File: config.mk
export PLATFORM = sky130hd
export DESIGN_NAME = car_core
export DESIGN_NICKNAME = d
export VERILOG_FILES = /design/src/core/car_pkg.sv /design/src/core/car_core.sv
export SDC_FILE = /design/constraint.sdc
export NUM_CORES = 2
export LEC_CHECK = 0
export BUFFER_PORTS_ARGS = -buffer_cell sky130_fd_sc_hd__buf_2
export CORE_UTILIZATION = 50
export CTS_BUF_LIST = sky130_fd_sc_hd__clkbuf_4 sky130_fd_sc_hd__clkbuf_8
export CTS_CLUSTER_DIAMETER = 30
export DETAILED_ROUTE_END_ITERATION = 6
export GPL_TIMING_DRIVEN = 0
export PLACE_DENSITY_LB_ADDON = 0.15
export SLEW_MARGIN = 10
export SYNTH_ARGS = -nofsm -noshare
export SYNTH_HDL_FRONTEND = slang
export SYNTH_SLANG_ARGS = --single-unit
export TNS_END_PERCENT = 20
File: constraint.sdc
create_clock -name clk -period 167.1 [get_ports clk]
set_clock_uncertainty 0.15 [all_clocks]
set_input_delay 41.775 -clock clk [delete_from_list [all_inputs] [get_ports clk]]
set_output_delay 41.775 -clock clk [all_outputs]
set_load 0.03 [all_outputs]
File: src/core/car_pkg.sv
// package: register map, field layout, range constants and carrier types for the alarm/range block
package car_pkg;
	// register byte offsets
	localparam logic [7:0] OFS_CTRL    = 8'h00; // range mode, manual range, auto application
	localparam logic [7:0] OFS_FIRST_CFG  = 8'h04; // first_conc_alarm configuration
	localparam logic [7:0] OFS_FIRST_SET  = 8'h08; // first_conc_alarm setpoint
	localparam logic [7:0] OFS_SECOND_CFG = 8'h0c; // second_conc_alarm configuration
	localparam logic [7:0] OFS_SECOND_SET = 8'h10; // second_conc_alarm setpoint
	localparam logic [7:0] OFS_PWCTL   = 8'h14; // password enable / entry
	localparam logic [7:0] OFS_STATUS  = 8'h18; // live state (read only)
	localparam logic [7:0] OFS_RNG0    = 8'h20; // ranges 0..4: lo[15:0] hi[31:16]
	localparam logic [7:0] OFS_APP     = 8'h34; // application of ranges 0..3, 3 bits each
	localparam logic [7:0] OFS_CONC    = 8'h38; // last sample, not clamped
	// alarm config fields
	localparam int ACF_DIRHI  = 0; // trip_above_setpoint when 1, else trip_beneath_setpoint
	localparam int ACF_DEFEAT = 1;
	localparam int ACF_DEENRG = 2; // relay_deenergize_on_trip
	localparam int ACF_LATCH  = 3;
	localparam int ACF_PPM    = 4; // setpoint unit: 1 = ppm, 0 = percent
	// control fields
	localparam int CTL_AUTO  = 0;
	localparam int CTL_MRNG  = 4; // [6:4] manual range index
	localparam int CTL_APP   = 8; // [10:8] auto application
	localparam int PW_ENABLE = 0;
	// range constants
	localparam int           NUM_RNG    = 5;   // index 4 reserved
	localparam logic [2:0]   RNG_MAXUSE = 3'h3;
	localparam logic [7:0]   DOWN_PCT   = 8'h55; // 85 percent
	localparam logic [15:0]  PPM_PER_PCT = 16'h2710; // 10000 ppm per percent
	localparam logic [15:0]  DAC_FULL   = 16'hffff; // full scale = 1 V dc / 20 mA
	localparam logic [31:0]  PW_RESET   = 32'h00000000; // password value, arbitrary
	// reset values
	localparam logic [31:0] CTRL_RST = 32'h00000000;
	localparam logic [4:0]  ACFG_RST = 5'h01;
	localparam logic [15:0] RHI_RST  = 16'h0064;
	localparam logic [11:0] APP_RST  = 12'h000;
	// AXI responses
	localparam logic [1:0] RESP_OKAY   = 2'h0;
	localparam logic [1:0] RESP_SLVERR = 2'h2;

	// one alarm's settings
	typedef struct packed {
		logic [4:0]  cfg;
		logic [15:0] setp;
	} car_alarm_t;

	// one range's limits (in ppm, same scale as the sample)
	typedef struct packed {
		logic [15:0] hi;
		logic [15:0] lo;
	} car_range_t;
endpackage

File: src/core/car_core.sv
// concentration alarm and range selection block with an AXI4-Lite register slave
// Operation
// RULE1 - high alarm trips above setpoint
// RULE2 - low alarm trips beneath setpoint
// RULE3 - failsafe: relay de-energized while tripped
// RULE4 - non-failsafe: relay energized while tripped
// RULE5 - latching alarm holds after recovery
// RULE6 - latched alarm clears only by operator
// RULE7 - non-latching alarm clears on recovery
// RULE8 - defeat suppresses alarm activation
// RULE9 - defeat or latch toggle clears latch
// RULE10 - two alarms, each fully independent settings
// RULE11 - setpoint unit percent or ppm
// RULE12 - password locks alarm configuration
// RULE13 - manual mode: fixed range 00 to 03
// RULE14 - manual range limits separately editable
// RULE15 - distinct applications force manual mode
// RULE16 - auto mode queues application's ranges
// RULE17 - upper limit reached: go up
// RULE18 - below 85 percent lower scale: down
// RULE19 - range change drives ID and rescale
// RULE20 - fixed range clamps analog at full
// RULE21 - digital report is never clamped
// RULE22 - decisions re-evaluated each valid sample
// RULE23 - defeated relay keeps non-alarm polarity
`timescale 1ns/1ns
module car_core (
	// clock and reset
	input  wire logic        clk,
	input  wire logic        srst,
	// AXI4-Lite slave
	input  wire logic [7:0]  s_awaddr,
	input  wire logic        s_awvalid,
	output logic             s_awready,
	input  wire logic [31:0] s_wdata,
	input  wire logic [3:0]  s_wstrb,
	input  wire logic        s_wvalid,
	output logic             s_wready,
	output logic [1:0]       s_bresp,
	output logic             s_bvalid,
	input  wire logic        s_bready,
	input  wire logic [7:0]  s_araddr,
	input  wire logic        s_arvalid,
	output logic             s_arready,
	output logic [31:0]      s_rdata,
	output logic [1:0]       s_rresp,
	output logic             s_rvalid,
	input  wire logic        s_rready,
	// concentration sample, same clock domain
	input  wire logic [15:0] concData,
	input  wire logic        concValid,
	// far side: relays, range ID, analog output, readout
	output logic [1:0]       relayOn,
	output logic [1:0]       alarmActive,
	output logic [2:0]       rangeId,
	output logic [15:0]      analogOut,
	output logic [15:0]      readout
);
	// whole module state
	typedef struct packed {
		logic                awHeld, wHeld, bv, rv;
		logic [7:0]          awA;
		logic [31:0]         wD;
		logic [3:0]          wS;           // write strobes taken with the data
		logic                awRdy, wRdy, arRdy; // ready lines, registered
		logic [31:0]         rD;
		logic [1:0]          bR, rR;
		logic [31:0]         ctrl;
		car_pkg::car_alarm_t [1:0] al;
		car_pkg::car_range_t [4:0] rng;
		logic [11:0]         app;
		logic                pwOn, unlocked;
		logic [1:0]          act;
		logic [1:0]          relay;
		logic [2:0]          cur;
		logic [15:0]         aout;
		logic [15:0]         conc;
	} car_state_t;

	car_state_t st;      // registered state
	car_state_t next_st; // next state

	logic [31:0] setpPpm    [2]; // each alarm's setpoint expressed in ppm
	logic        autoOk;         // auto mode allowed
	logic        wrFire;         // write address and data both held
	logic [2:0]  upNext, dnNext; // neighbour ranges within the application
	logic        upFound, dnFound;
	logic [31:0] dnLim;

	// samples are in ppm; a percent setpoint is scaled up instead of dividing the
	// sample down, so a fraction of a percent above the setpoint still trips
	always_comb begin
		for (int i = 0; i < 2; i++) begin
			if (st.al[i].cfg[car_pkg::ACF_PPM])
				setpPpm[i] = 32'(st.al[i].setp);
			else
				setpPpm[i] = 32'(st.al[i].setp) * 32'(car_pkg::PPM_PER_PCT); // see RULE11
		end
	end

	// auto mode needs two usable ranges sharing any one application, not only the chosen one
	always_comb begin
		int n;
		n = 0;
		for (int r = 0; r < 3; r++) begin
			for (int q = r + 1; q < 4; q++) begin
				if (st.app[r*3 +: 3] == st.app[q*3 +: 3])
					n = n + 1;
			end
		end
		autoOk = (n != 0); // see RULE15
	end

	// nearest higher and lower range of the same application
	always_comb begin
		logic [2:0] a;
		a = st.ctrl[car_pkg::CTL_APP +: 3];
		upNext = st.cur;
		dnNext = st.cur;
		upFound = 1'b0;
		dnFound = 1'b0;
		for (int r = 3; r >= 0; r--) begin
			if (r > int'(st.cur) && st.app[r*3 +: 3] == a) begin
				upNext = 3'(r); // see RULE16
				upFound = 1'b1;
			end
		end
		for (int r = 0; r < 4; r++) begin
			if (r < int'(st.cur) && st.app[r*3 +: 3] == a) begin
				dnNext = 3'(r);
				dnFound = 1'b1;
			end
		end
		dnLim = (32'(st.rng[dnNext].hi) * 32'(car_pkg::DOWN_PCT)) / 32'd100; // see RULE18
	end

	assign wrFire = st.awHeld && st.wHeld && !st.bv;

	// next-state logic: bus, configuration, alarms, ranging
	always_comb begin
		logic [7:0]  a;
		logic        cfgOk;
		logic        trip;
		logic [31:0] span;
		logic [31:0] scaled;
		logic [4:0]  oldCfg;
		next_st = st;
		a = st.awA;
		cfgOk = !st.pwOn || st.unlocked; // see RULE12
		trip = 1'b0;
		span = 32'h0;
		scaled = 32'h0;
		oldCfg = 5'h0;
		// write channels taken independently
		if (s_awvalid && !st.awHeld) begin
			next_st.awHeld = 1'b1;
			next_st.awA = s_awaddr;
		end
		if (s_wvalid && !st.wHeld) begin
			next_st.wHeld = 1'b1;
			next_st.wD = s_wdata;
			next_st.wS = s_wstrb;
		end
		if (st.bv && s_bready)
			next_st.bv = 1'b0;
		if (st.rv && s_rready)
			next_st.rv = 1'b0;
		// register write decode
		if (wrFire) begin
			next_st.awHeld = 1'b0;
			next_st.wHeld = 1'b0;
			next_st.bv = 1'b1;
			next_st.bR = car_pkg::RESP_OKAY;
			if (a == car_pkg::OFS_CTRL) begin
				next_st.ctrl = st.wD;
				if (st.wD[car_pkg::CTL_MRNG +: 3] > car_pkg::RNG_MAXUSE)
					next_st.ctrl[car_pkg::CTL_MRNG +: 3] = st.ctrl[car_pkg::CTL_MRNG +: 3]; // see RULE13
			end else if (a == car_pkg::OFS_FIRST_CFG || a == car_pkg::OFS_SECOND_CFG) begin
				if (cfgOk) begin
					for (int i = 0; i < 2; i++) begin
						if (a == (i == 0 ? car_pkg::OFS_FIRST_CFG : car_pkg::OFS_SECOND_CFG))
							next_st.al[i].cfg = st.wD[4:0]; // see RULE10
					end
				end else begin
					next_st.bR = car_pkg::RESP_SLVERR;
				end
			end else if (a == car_pkg::OFS_FIRST_SET || a == car_pkg::OFS_SECOND_SET) begin
				if (cfgOk) begin
					for (int i = 0; i < 2; i++) begin
						if (a == (i == 0 ? car_pkg::OFS_FIRST_SET : car_pkg::OFS_SECOND_SET))
							next_st.al[i].setp = st.wD[15:0];
					end
				end else begin
					next_st.bR = car_pkg::RESP_SLVERR;
				end
			end else if (a == car_pkg::OFS_PWCTL) begin
				// bit0 arms protection; a write of the password unlocks
				next_st.pwOn = st.wD[car_pkg::PW_ENABLE];
				next_st.unlocked = (st.wD[31:1] == car_pkg::PW_RESET[31:1]);
			end else if (a >= car_pkg::OFS_RNG0 && a < car_pkg::OFS_APP) begin
				// lower and upper halves written through byte strobes
				for (int b = 0; b < 4; b++) begin
					if (st.wS[b])
						next_st.rng[(a - car_pkg::OFS_RNG0) >> 2][b*8 +: 8] = st.wD[b*8 +: 8]; // see RULE14
				end
			end else if (a == car_pkg::OFS_APP) begin
				next_st.app = st.wD[11:0];
			end else if (a != car_pkg::OFS_STATUS && a != car_pkg::OFS_CONC) begin
				next_st.bR = car_pkg::RESP_SLVERR;
			end
		end
		// read decode
		if (s_arvalid && !st.rv) begin
			next_st.rv = 1'b1;
			next_st.rR = car_pkg::RESP_OKAY;
			next_st.rD = 32'h0;
			if (s_araddr == car_pkg::OFS_CTRL)
				next_st.rD = st.ctrl;
			else if (s_araddr == car_pkg::OFS_FIRST_CFG)
				next_st.rD = {27'h0, st.al[0].cfg};
			else if (s_araddr == car_pkg::OFS_FIRST_SET)
				next_st.rD = {16'h0, st.al[0].setp};
			else if (s_araddr == car_pkg::OFS_SECOND_CFG)
				next_st.rD = {27'h0, st.al[1].cfg};
			else if (s_araddr == car_pkg::OFS_SECOND_SET)
				next_st.rD = {16'h0, st.al[1].setp};
			else if (s_araddr == car_pkg::OFS_PWCTL)
				next_st.rD = {30'h0, st.unlocked, st.pwOn};
			else if (s_araddr == car_pkg::OFS_STATUS)
				next_st.rD = {24'h0, autoOk, st.cur, st.relay, st.act};
			else if (s_araddr >= car_pkg::OFS_RNG0 && s_araddr < car_pkg::OFS_APP)
				next_st.rD = st.rng[(s_araddr - car_pkg::OFS_RNG0) >> 2];
			else if (s_araddr == car_pkg::OFS_APP)
				next_st.rD = {20'h0, st.app};
			else if (s_araddr == car_pkg::OFS_CONC)
				next_st.rD = {16'h0, st.conc};
			else
				next_st.rR = car_pkg::RESP_SLVERR;
		end
		// alarm evaluation per sample; latch clearing on config toggles
		for (int i = 0; i < 2; i++) begin
			oldCfg = st.al[i].cfg;
			if (st.al[i].cfg[car_pkg::ACF_DIRHI])
				trip = 32'(concData) > setpPpm[i]; // see RULE1
			else
				trip = 32'(concData) < setpPpm[i]; // see RULE2
			// defeat on->off or latch off->on acknowledges; setting defeat also clears a latch
			if ((oldCfg[car_pkg::ACF_DEFEAT] && !next_st.al[i].cfg[car_pkg::ACF_DEFEAT]) ||
			    (!oldCfg[car_pkg::ACF_LATCH] && next_st.al[i].cfg[car_pkg::ACF_LATCH]))
				next_st.act[i] = 1'b0; // see RULE9 see RULE6
			// a sample in a latch off->on acknowledge cycle wins; in a defeat on->off cycle its trip is dropped
			if (concValid) begin // see RULE22
				if (st.al[i].cfg[car_pkg::ACF_DEFEAT])
					next_st.act[i] = 1'b0; // see RULE8
				else if (st.al[i].cfg[car_pkg::ACF_LATCH])
					next_st.act[i] = next_st.act[i] | trip; // see RULE5
				else
					next_st.act[i] = trip; // see RULE7
			end
			if (next_st.al[i].cfg[car_pkg::ACF_DEFEAT])
				next_st.act[i] = 1'b0; // see RULE23
			// relay polarity follows failsafe
			if (next_st.al[i].cfg[car_pkg::ACF_DEENRG])
				next_st.relay[i] = !next_st.act[i]; // see RULE3
			else
				next_st.relay[i] = next_st.act[i]; // see RULE4
		end
		// range selection
		if (!st.ctrl[car_pkg::CTL_AUTO] || !autoOk) begin
			next_st.cur = st.ctrl[car_pkg::CTL_MRNG +: 3]; // see RULE13
		end else if (concValid) begin
			if (upFound && concData >= st.rng[st.cur].hi)
				next_st.cur = upNext; // see RULE17
			else if (dnFound && 32'(concData) < dnLim)
				next_st.cur = dnNext; // see RULE18
		end
		// analog output scaled to the active range, saturating at full scale
		if (concValid) begin
			next_st.conc = concData; // see RULE21
			span = 32'(st.rng[st.cur].hi) - 32'(st.rng[st.cur].lo);
			if (concData >= st.rng[st.cur].hi || span == 32'h0)
				next_st.aout = car_pkg::DAC_FULL; // see RULE20
			else if (concData <= st.rng[st.cur].lo)
				next_st.aout = 16'h0;
			else begin
				scaled = ((32'(concData) - 32'(st.rng[st.cur].lo)) * 32'(car_pkg::DAC_FULL)) / span;
				next_st.aout = scaled[15:0]; // see RULE19
			end
		end
		// ready lines registered so the bus sees them straight from flip-flops
		next_st.awRdy = !next_st.awHeld;
		next_st.wRdy = !next_st.wHeld;
		next_st.arRdy = !next_st.rv;
	end

	// state register
	always_ff @(posedge clk) begin
		if (srst) begin
			st <= '0;
			st.ctrl <= car_pkg::CTRL_RST;
			st.app <= car_pkg::APP_RST;
			st.awRdy <= 1'b1;
			st.wRdy <= 1'b1;
			st.arRdy <= 1'b1;
			for (int i = 0; i < 2; i++) begin
				st.al[i].cfg <= car_pkg::ACFG_RST;
				st.relay[i] <= 1'b0;
			end
			for (int r = 0; r < car_pkg::NUM_RNG; r++)
				st.rng[r].hi <= car_pkg::RHI_RST;
		end else begin
			st <= next_st;
		end
	end

	// outputs straight from flip-flops
	assign s_awready   = st.awRdy;
	assign s_wready    = st.wRdy;
	assign s_bvalid    = st.bv;
	assign s_bresp     = st.bR;
	assign s_arready   = st.arRdy;
	assign s_rvalid    = st.rv;
	assign s_rdata     = st.rD;
	assign s_rresp     = st.rR;
	assign relayOn     = st.relay;
	assign alarmActive = st.act;
	assign rangeId     = st.cur;
	assign analogOut   = st.aout;
	assign readout     = st.conc;

	// assertions
	property p_relay_pol;
		@(posedge clk) disable iff (srst)
		st.al[0].cfg[car_pkg::ACF_DEENRG] |-> relayOn[0] != alarmActive[0];
	endproperty
	a_relay_pol: assert property (p_relay_pol) else $error("failsafe relay polarity wrong"); // see RULE3
	property p_relay_nfs;
		@(posedge clk) disable iff (srst)
		!st.al[1].cfg[car_pkg::ACF_DEENRG] |-> relayOn[1] == alarmActive[1];
	endproperty
	a_relay_nfs: assert property (p_relay_nfs) else $error("non-failsafe relay wrong"); // see RULE4
	property p_defeat;
		@(posedge clk) disable iff (srst)
		st.al[0].cfg[car_pkg::ACF_DEFEAT] |-> !alarmActive[0];
	endproperty
	a_defeat: assert property (p_defeat) else $error("defeated alarm active"); // see RULE8
	property p_hi_trip;
		@(posedge clk) disable iff (srst)
		concValid && !st.al[0].cfg[car_pkg::ACF_DEFEAT] && st.al[0].cfg[car_pkg::ACF_DIRHI]
			&& 32'(concData) > setpPpm[0] && !wrFire |=> alarmActive[0];
	endproperty
	a_hi_trip: assert property (p_hi_trip) else $error("high alarm missed"); // see RULE1
	property p_lo_trip;
		@(posedge clk) disable iff (srst)
		concValid && !st.al[1].cfg[car_pkg::ACF_DEFEAT] && !st.al[1].cfg[car_pkg::ACF_DIRHI]
			&& 32'(concData) < setpPpm[1] && !wrFire |=> alarmActive[1];
	endproperty
	a_lo_trip: assert property (p_lo_trip) else $error("low alarm missed"); // see RULE2
	property p_latch_hold;
		@(posedge clk) disable iff (srst)
		alarmActive[0] && st.al[0].cfg[car_pkg::ACF_LATCH] && !wrFire |=> alarmActive[0];
	endproperty
	a_latch_hold: assert property (p_latch_hold) else $error("latch dropped"); // see RULE5
	property p_manual_rng;
		@(posedge clk) disable iff (srst)
		!st.ctrl[car_pkg::CTL_AUTO] |=> ##1 rangeId <= car_pkg::RNG_MAXUSE;
	endproperty
	a_manual_rng: assert property (p_manual_rng) else $error("manual range out of set"); // see RULE13
	property p_clamp;
		@(posedge clk) disable iff (srst)
		concValid && concData >= st.rng[st.cur].hi |=> analogOut == car_pkg::DAC_FULL;
	endproperty
	a_clamp: assert property (p_clamp) else $error("analog not clamped"); // see RULE20
	property p_readout;
		@(posedge clk) disable iff (srst)
		concValid |=> readout == $past(concData);
	endproperty
	a_readout: assert property (p_readout) else $error("readout not raw"); // see RULE21
	c_trip: cover property (@(posedge clk) disable iff (srst) $rose(alarmActive[0]));
	c_up: cover property (@(posedge clk) disable iff (srst) rangeId > $past(rangeId));
	c_down: cover property (@(posedge clk) disable iff (srst) rangeId < $past(rangeId));
	c_wr: cover property (@(posedge clk) disable iff (srst) s_bvalid && s_bready);
endmodule // car_core

==> reports/results.md <==
* finished with violations — result of the run
* design-rule violations — violations in the final reports
* 10.9% — multiplexer share of the synthesized area
* ha_1 — library cell with the largest summed area after synthesis
* 156 — num ports
* 50.5% — starting density of the core
* 0.0626 mm2 — Post-Syn Area
* 0 — final count of negative-setup-slack endpoints
* 17.8% — simple-gate share of the synthesized area
* 170000 um — post-detailed-placement half-perimeter wirelength
* -18.72 ns — post-placement setup slack
* 214000 um — final wirelength
* 167.56 ns — WP data required
* rangeId[2] — startpoint of the lowest-slack register-to-register path
* analogOut[0] — endpoint of the lowest-slack register-to-register path
* 10 — Max Fanout on Critical Path
* 40.65 ns — reg-to-reg slack, setup
* 7945 — Post-Synthesis Cells
* concData[0] — critical path startpoint
* ha_1 — cell with the most instances after synthesis
* primary input to flop — category of the most critical setup path
* 8.55% — Max-slew headroom
* clkbuf_8 — Root Buffer
* 8 — DRC Markers
* 372 — post-synthesis register bit count
* ha_1, nor2_1, inv_1 — Post-synth top cells
* 4.07% — fraction of synthesized cell area in xor and xnor cells
* 98.2% — part of the cycle the worst path needs
* 1.37 ns — slew at the pin closest to its max-slew limit
* 2 — Min-Delay Path Depth
* 356 um — die outline height
* 0.982 — Placer Congestion
* 3 — number of buffers on the longest clock path
* 9697 — number of nets at the end of the flow
* 164.05 ns — post-route minimum period
* 20.9% — area fraction in compound gates after synthesis
* 3.05 ns — PnR worst setup slack
* 117 — count of cell types in the netlist
* 18.5% — portion of synthesized cell area occupied by the leading cell type
* adder cells — main combinational cell family by area after synthesis
* 61400 — vias post-DR
* 129 — Core Rows
* 0 — number of enable flip-flop cells after synthesis
* 11.9% — proportion of synthesized chip area in sequential cells
* 0 — hold-fix buffers at CTS
* 27.0% — adder-cell share of the synthesized area
* dfxtp_1 — flip-flop cell with the highest count after synthesis
* 0.127 mm2 — die area
* 7.88 um2 — post-synthesis area per instance
* 150 — number of input and output port buffers inserted
* 0.00610 GHz — peak clock frequency supported by timing
* o21a_1 — crit-path most repeated cell
* 32.7% — Global Route Usage Sum
* 6.06 — average via count per standard cell
* 68 — pin count of the biggest net entering global routing
* 0% — share of async-settable or async-resettable flops after synthesis
* ha_1, dfxtp_1, fa_1 — top post-synthesis cells by area
* 372 — Clock Sink Count
* primary input — category of the worst setup path launch point
* 328000 um — global-route wire length before repair
* 0 — number of nets still failing antenna checks after routing
* 706 — depth of the most critical reg-to-reg path
* 0 — final hold violation count
* true — RSZ-0062 raised after global routing
* built — TritonCTS clock tree
* 0.69 ns — Max stage delay on crit path
* analogOut[0] — Worst Setup EP
* 3 — Max H-tree Level
* 14.3% — area growth from synthesis to layout
* 0 — max-slew violation count
* flop to flop — Worst Hold Class
* 57800 — vias in the first global route
* 0.06 ns — clock slew at the register clock pins of the worst setup and hold paths
* 15.9% — fraction of final layout cells with drive strength greater than 1
* 7 — first-pass iteration count of the detailed router
* 5366 — number of DRC markers in iteration 0
* 0 — number of warnings printed during yosys synthesis
* 164.50 ns — arrival time at the worst endpoint
* 0.82 ns — clock latency on the worst-skew pair
* 0.124 mm2 — standard cell core area
* 356 um — Die X
* 6 — initial antenna violation count
* 0 — final global-route overflow total
* 0 — max-capacitance violation count
* 21.1 um — average detailed-routed wire length per instance
* flop — Critical Path End Type
* 90 — Inserted Clock Buffers
* or4b_2 — worst-path cell with the longest stage delay
worst min path at each step:
stage	startpoint	end	slack, ns
after CTS	st[285]	st[285]	0.30
after detailed placement	st[285]	st[285]	0.30
final	st[272]	st[272]	0.31
after global routing	st[268]	st[268]	0.32
after global placement	st[272]	st[272]	0.29
after floorplan	s_bresp[1]	s_bresp[1]	0.28
through the flow:
stage                     hold slack [ns]  TNS (ns)  utilization (%)  instances  cell area (um2)
after global placement              0.294    -49.83             52.7       9733            65400
final                               0.305         0             57.7      10100            71500
after global routing                0.321     -2.97             57.7      10100            71500
after floorplan                     0.282         0                -       7946            62600
after CTS                           0.305         0             55.8       9957            69100
after detailed placement            0.297    -41.72             53.1       9751            65800
what timing repair did:
item / CTS / global route
gates resized for setup: 246 / 277
endpoints found under the hold margin: 0 / 0
setup buffers: 47 / 185
endpoints found under the setup margin: 4 / 2
pin swaps: 32 / 264
placed cells by master, fill, tap and decap left out, drive strengths merged, types with 28 or more instances in the layout:
cell,instances
nor4,36
or2,29
mux2,256
clkbuf,359
ha,926
o31ai,80
xnor2,175
nor2,780
a211oi,59
a22o,29
nand3,82
a221oi,28
mux4,31
o211ai,52
o21a,391
a31oi,52
nor2b,100
nand2,579
buf,546
a21o,148
a21oi,432
o221ai,30
fa,263
dfxtp,372
mux2i,322
and2,59
and3,28
o21bai,30
or3,54
nor3,418
xor2,114
clkinv,29
nand4,94
nand2b,88
o21ai,334
a22oi,34
inv,759
kinds of logic (layout without fill, tap and decap cells):
group                    Yosys count  after routing
AND/OR/NAND/NOR                 2401           2401
adder cells (fa/ha/maj)         1191           1191
flip-flops                       372            372
other                              1              4
AO/OA/AOI/OAI                   1925           1925
XOR/XNOR                         289            289
multiplexers                     609            609
buffers and inverters           1157           1714
worst max-delay path: cells and delay by family:
family | cells | cell delay (ns)
xor gates and xnor gates | 2 | 0.36
and+or+nand+nor | 145 | 17.08
buffers and inverters | 49 | 5.68
adders and majority gates | 40 | 12.02
muxes | 9 | 2.65
AOI/OAI and AO/OA | 458 | 84.58
routing by layer:
| metal | vias to the layer above | GRT usage, % | wire length [um] |
|---|---|---|---|
| met3 | 428 | 5.51 | 16100 |
| li1 | 29300 | - | - |
| met1 | 29400 | 45.1 | 96300 |
| met5 | - | 0 | 46 |
| met4 | 8 | 13.2 | 9320 |
| met2 | 2267 | 50.5 | 92100 |
final cells by class:
cell class | instances | area, um2
antenna | 2 | 5.00
buffer | 389 | 2100
clock buffer | 116 | 1530
clock inverter | 47 | 648
fill | 11500 | 52400
inverter | 762 | 2870
multi-input combinational | 6417 | 52000
sequential | 372 | 7450
tap | 1637 | 2050
timing repair buffer | 400 | 2860
Power is not shown: default switching activity piles up to over one toggle a cycle in this logic, so the estimate is an artifact.
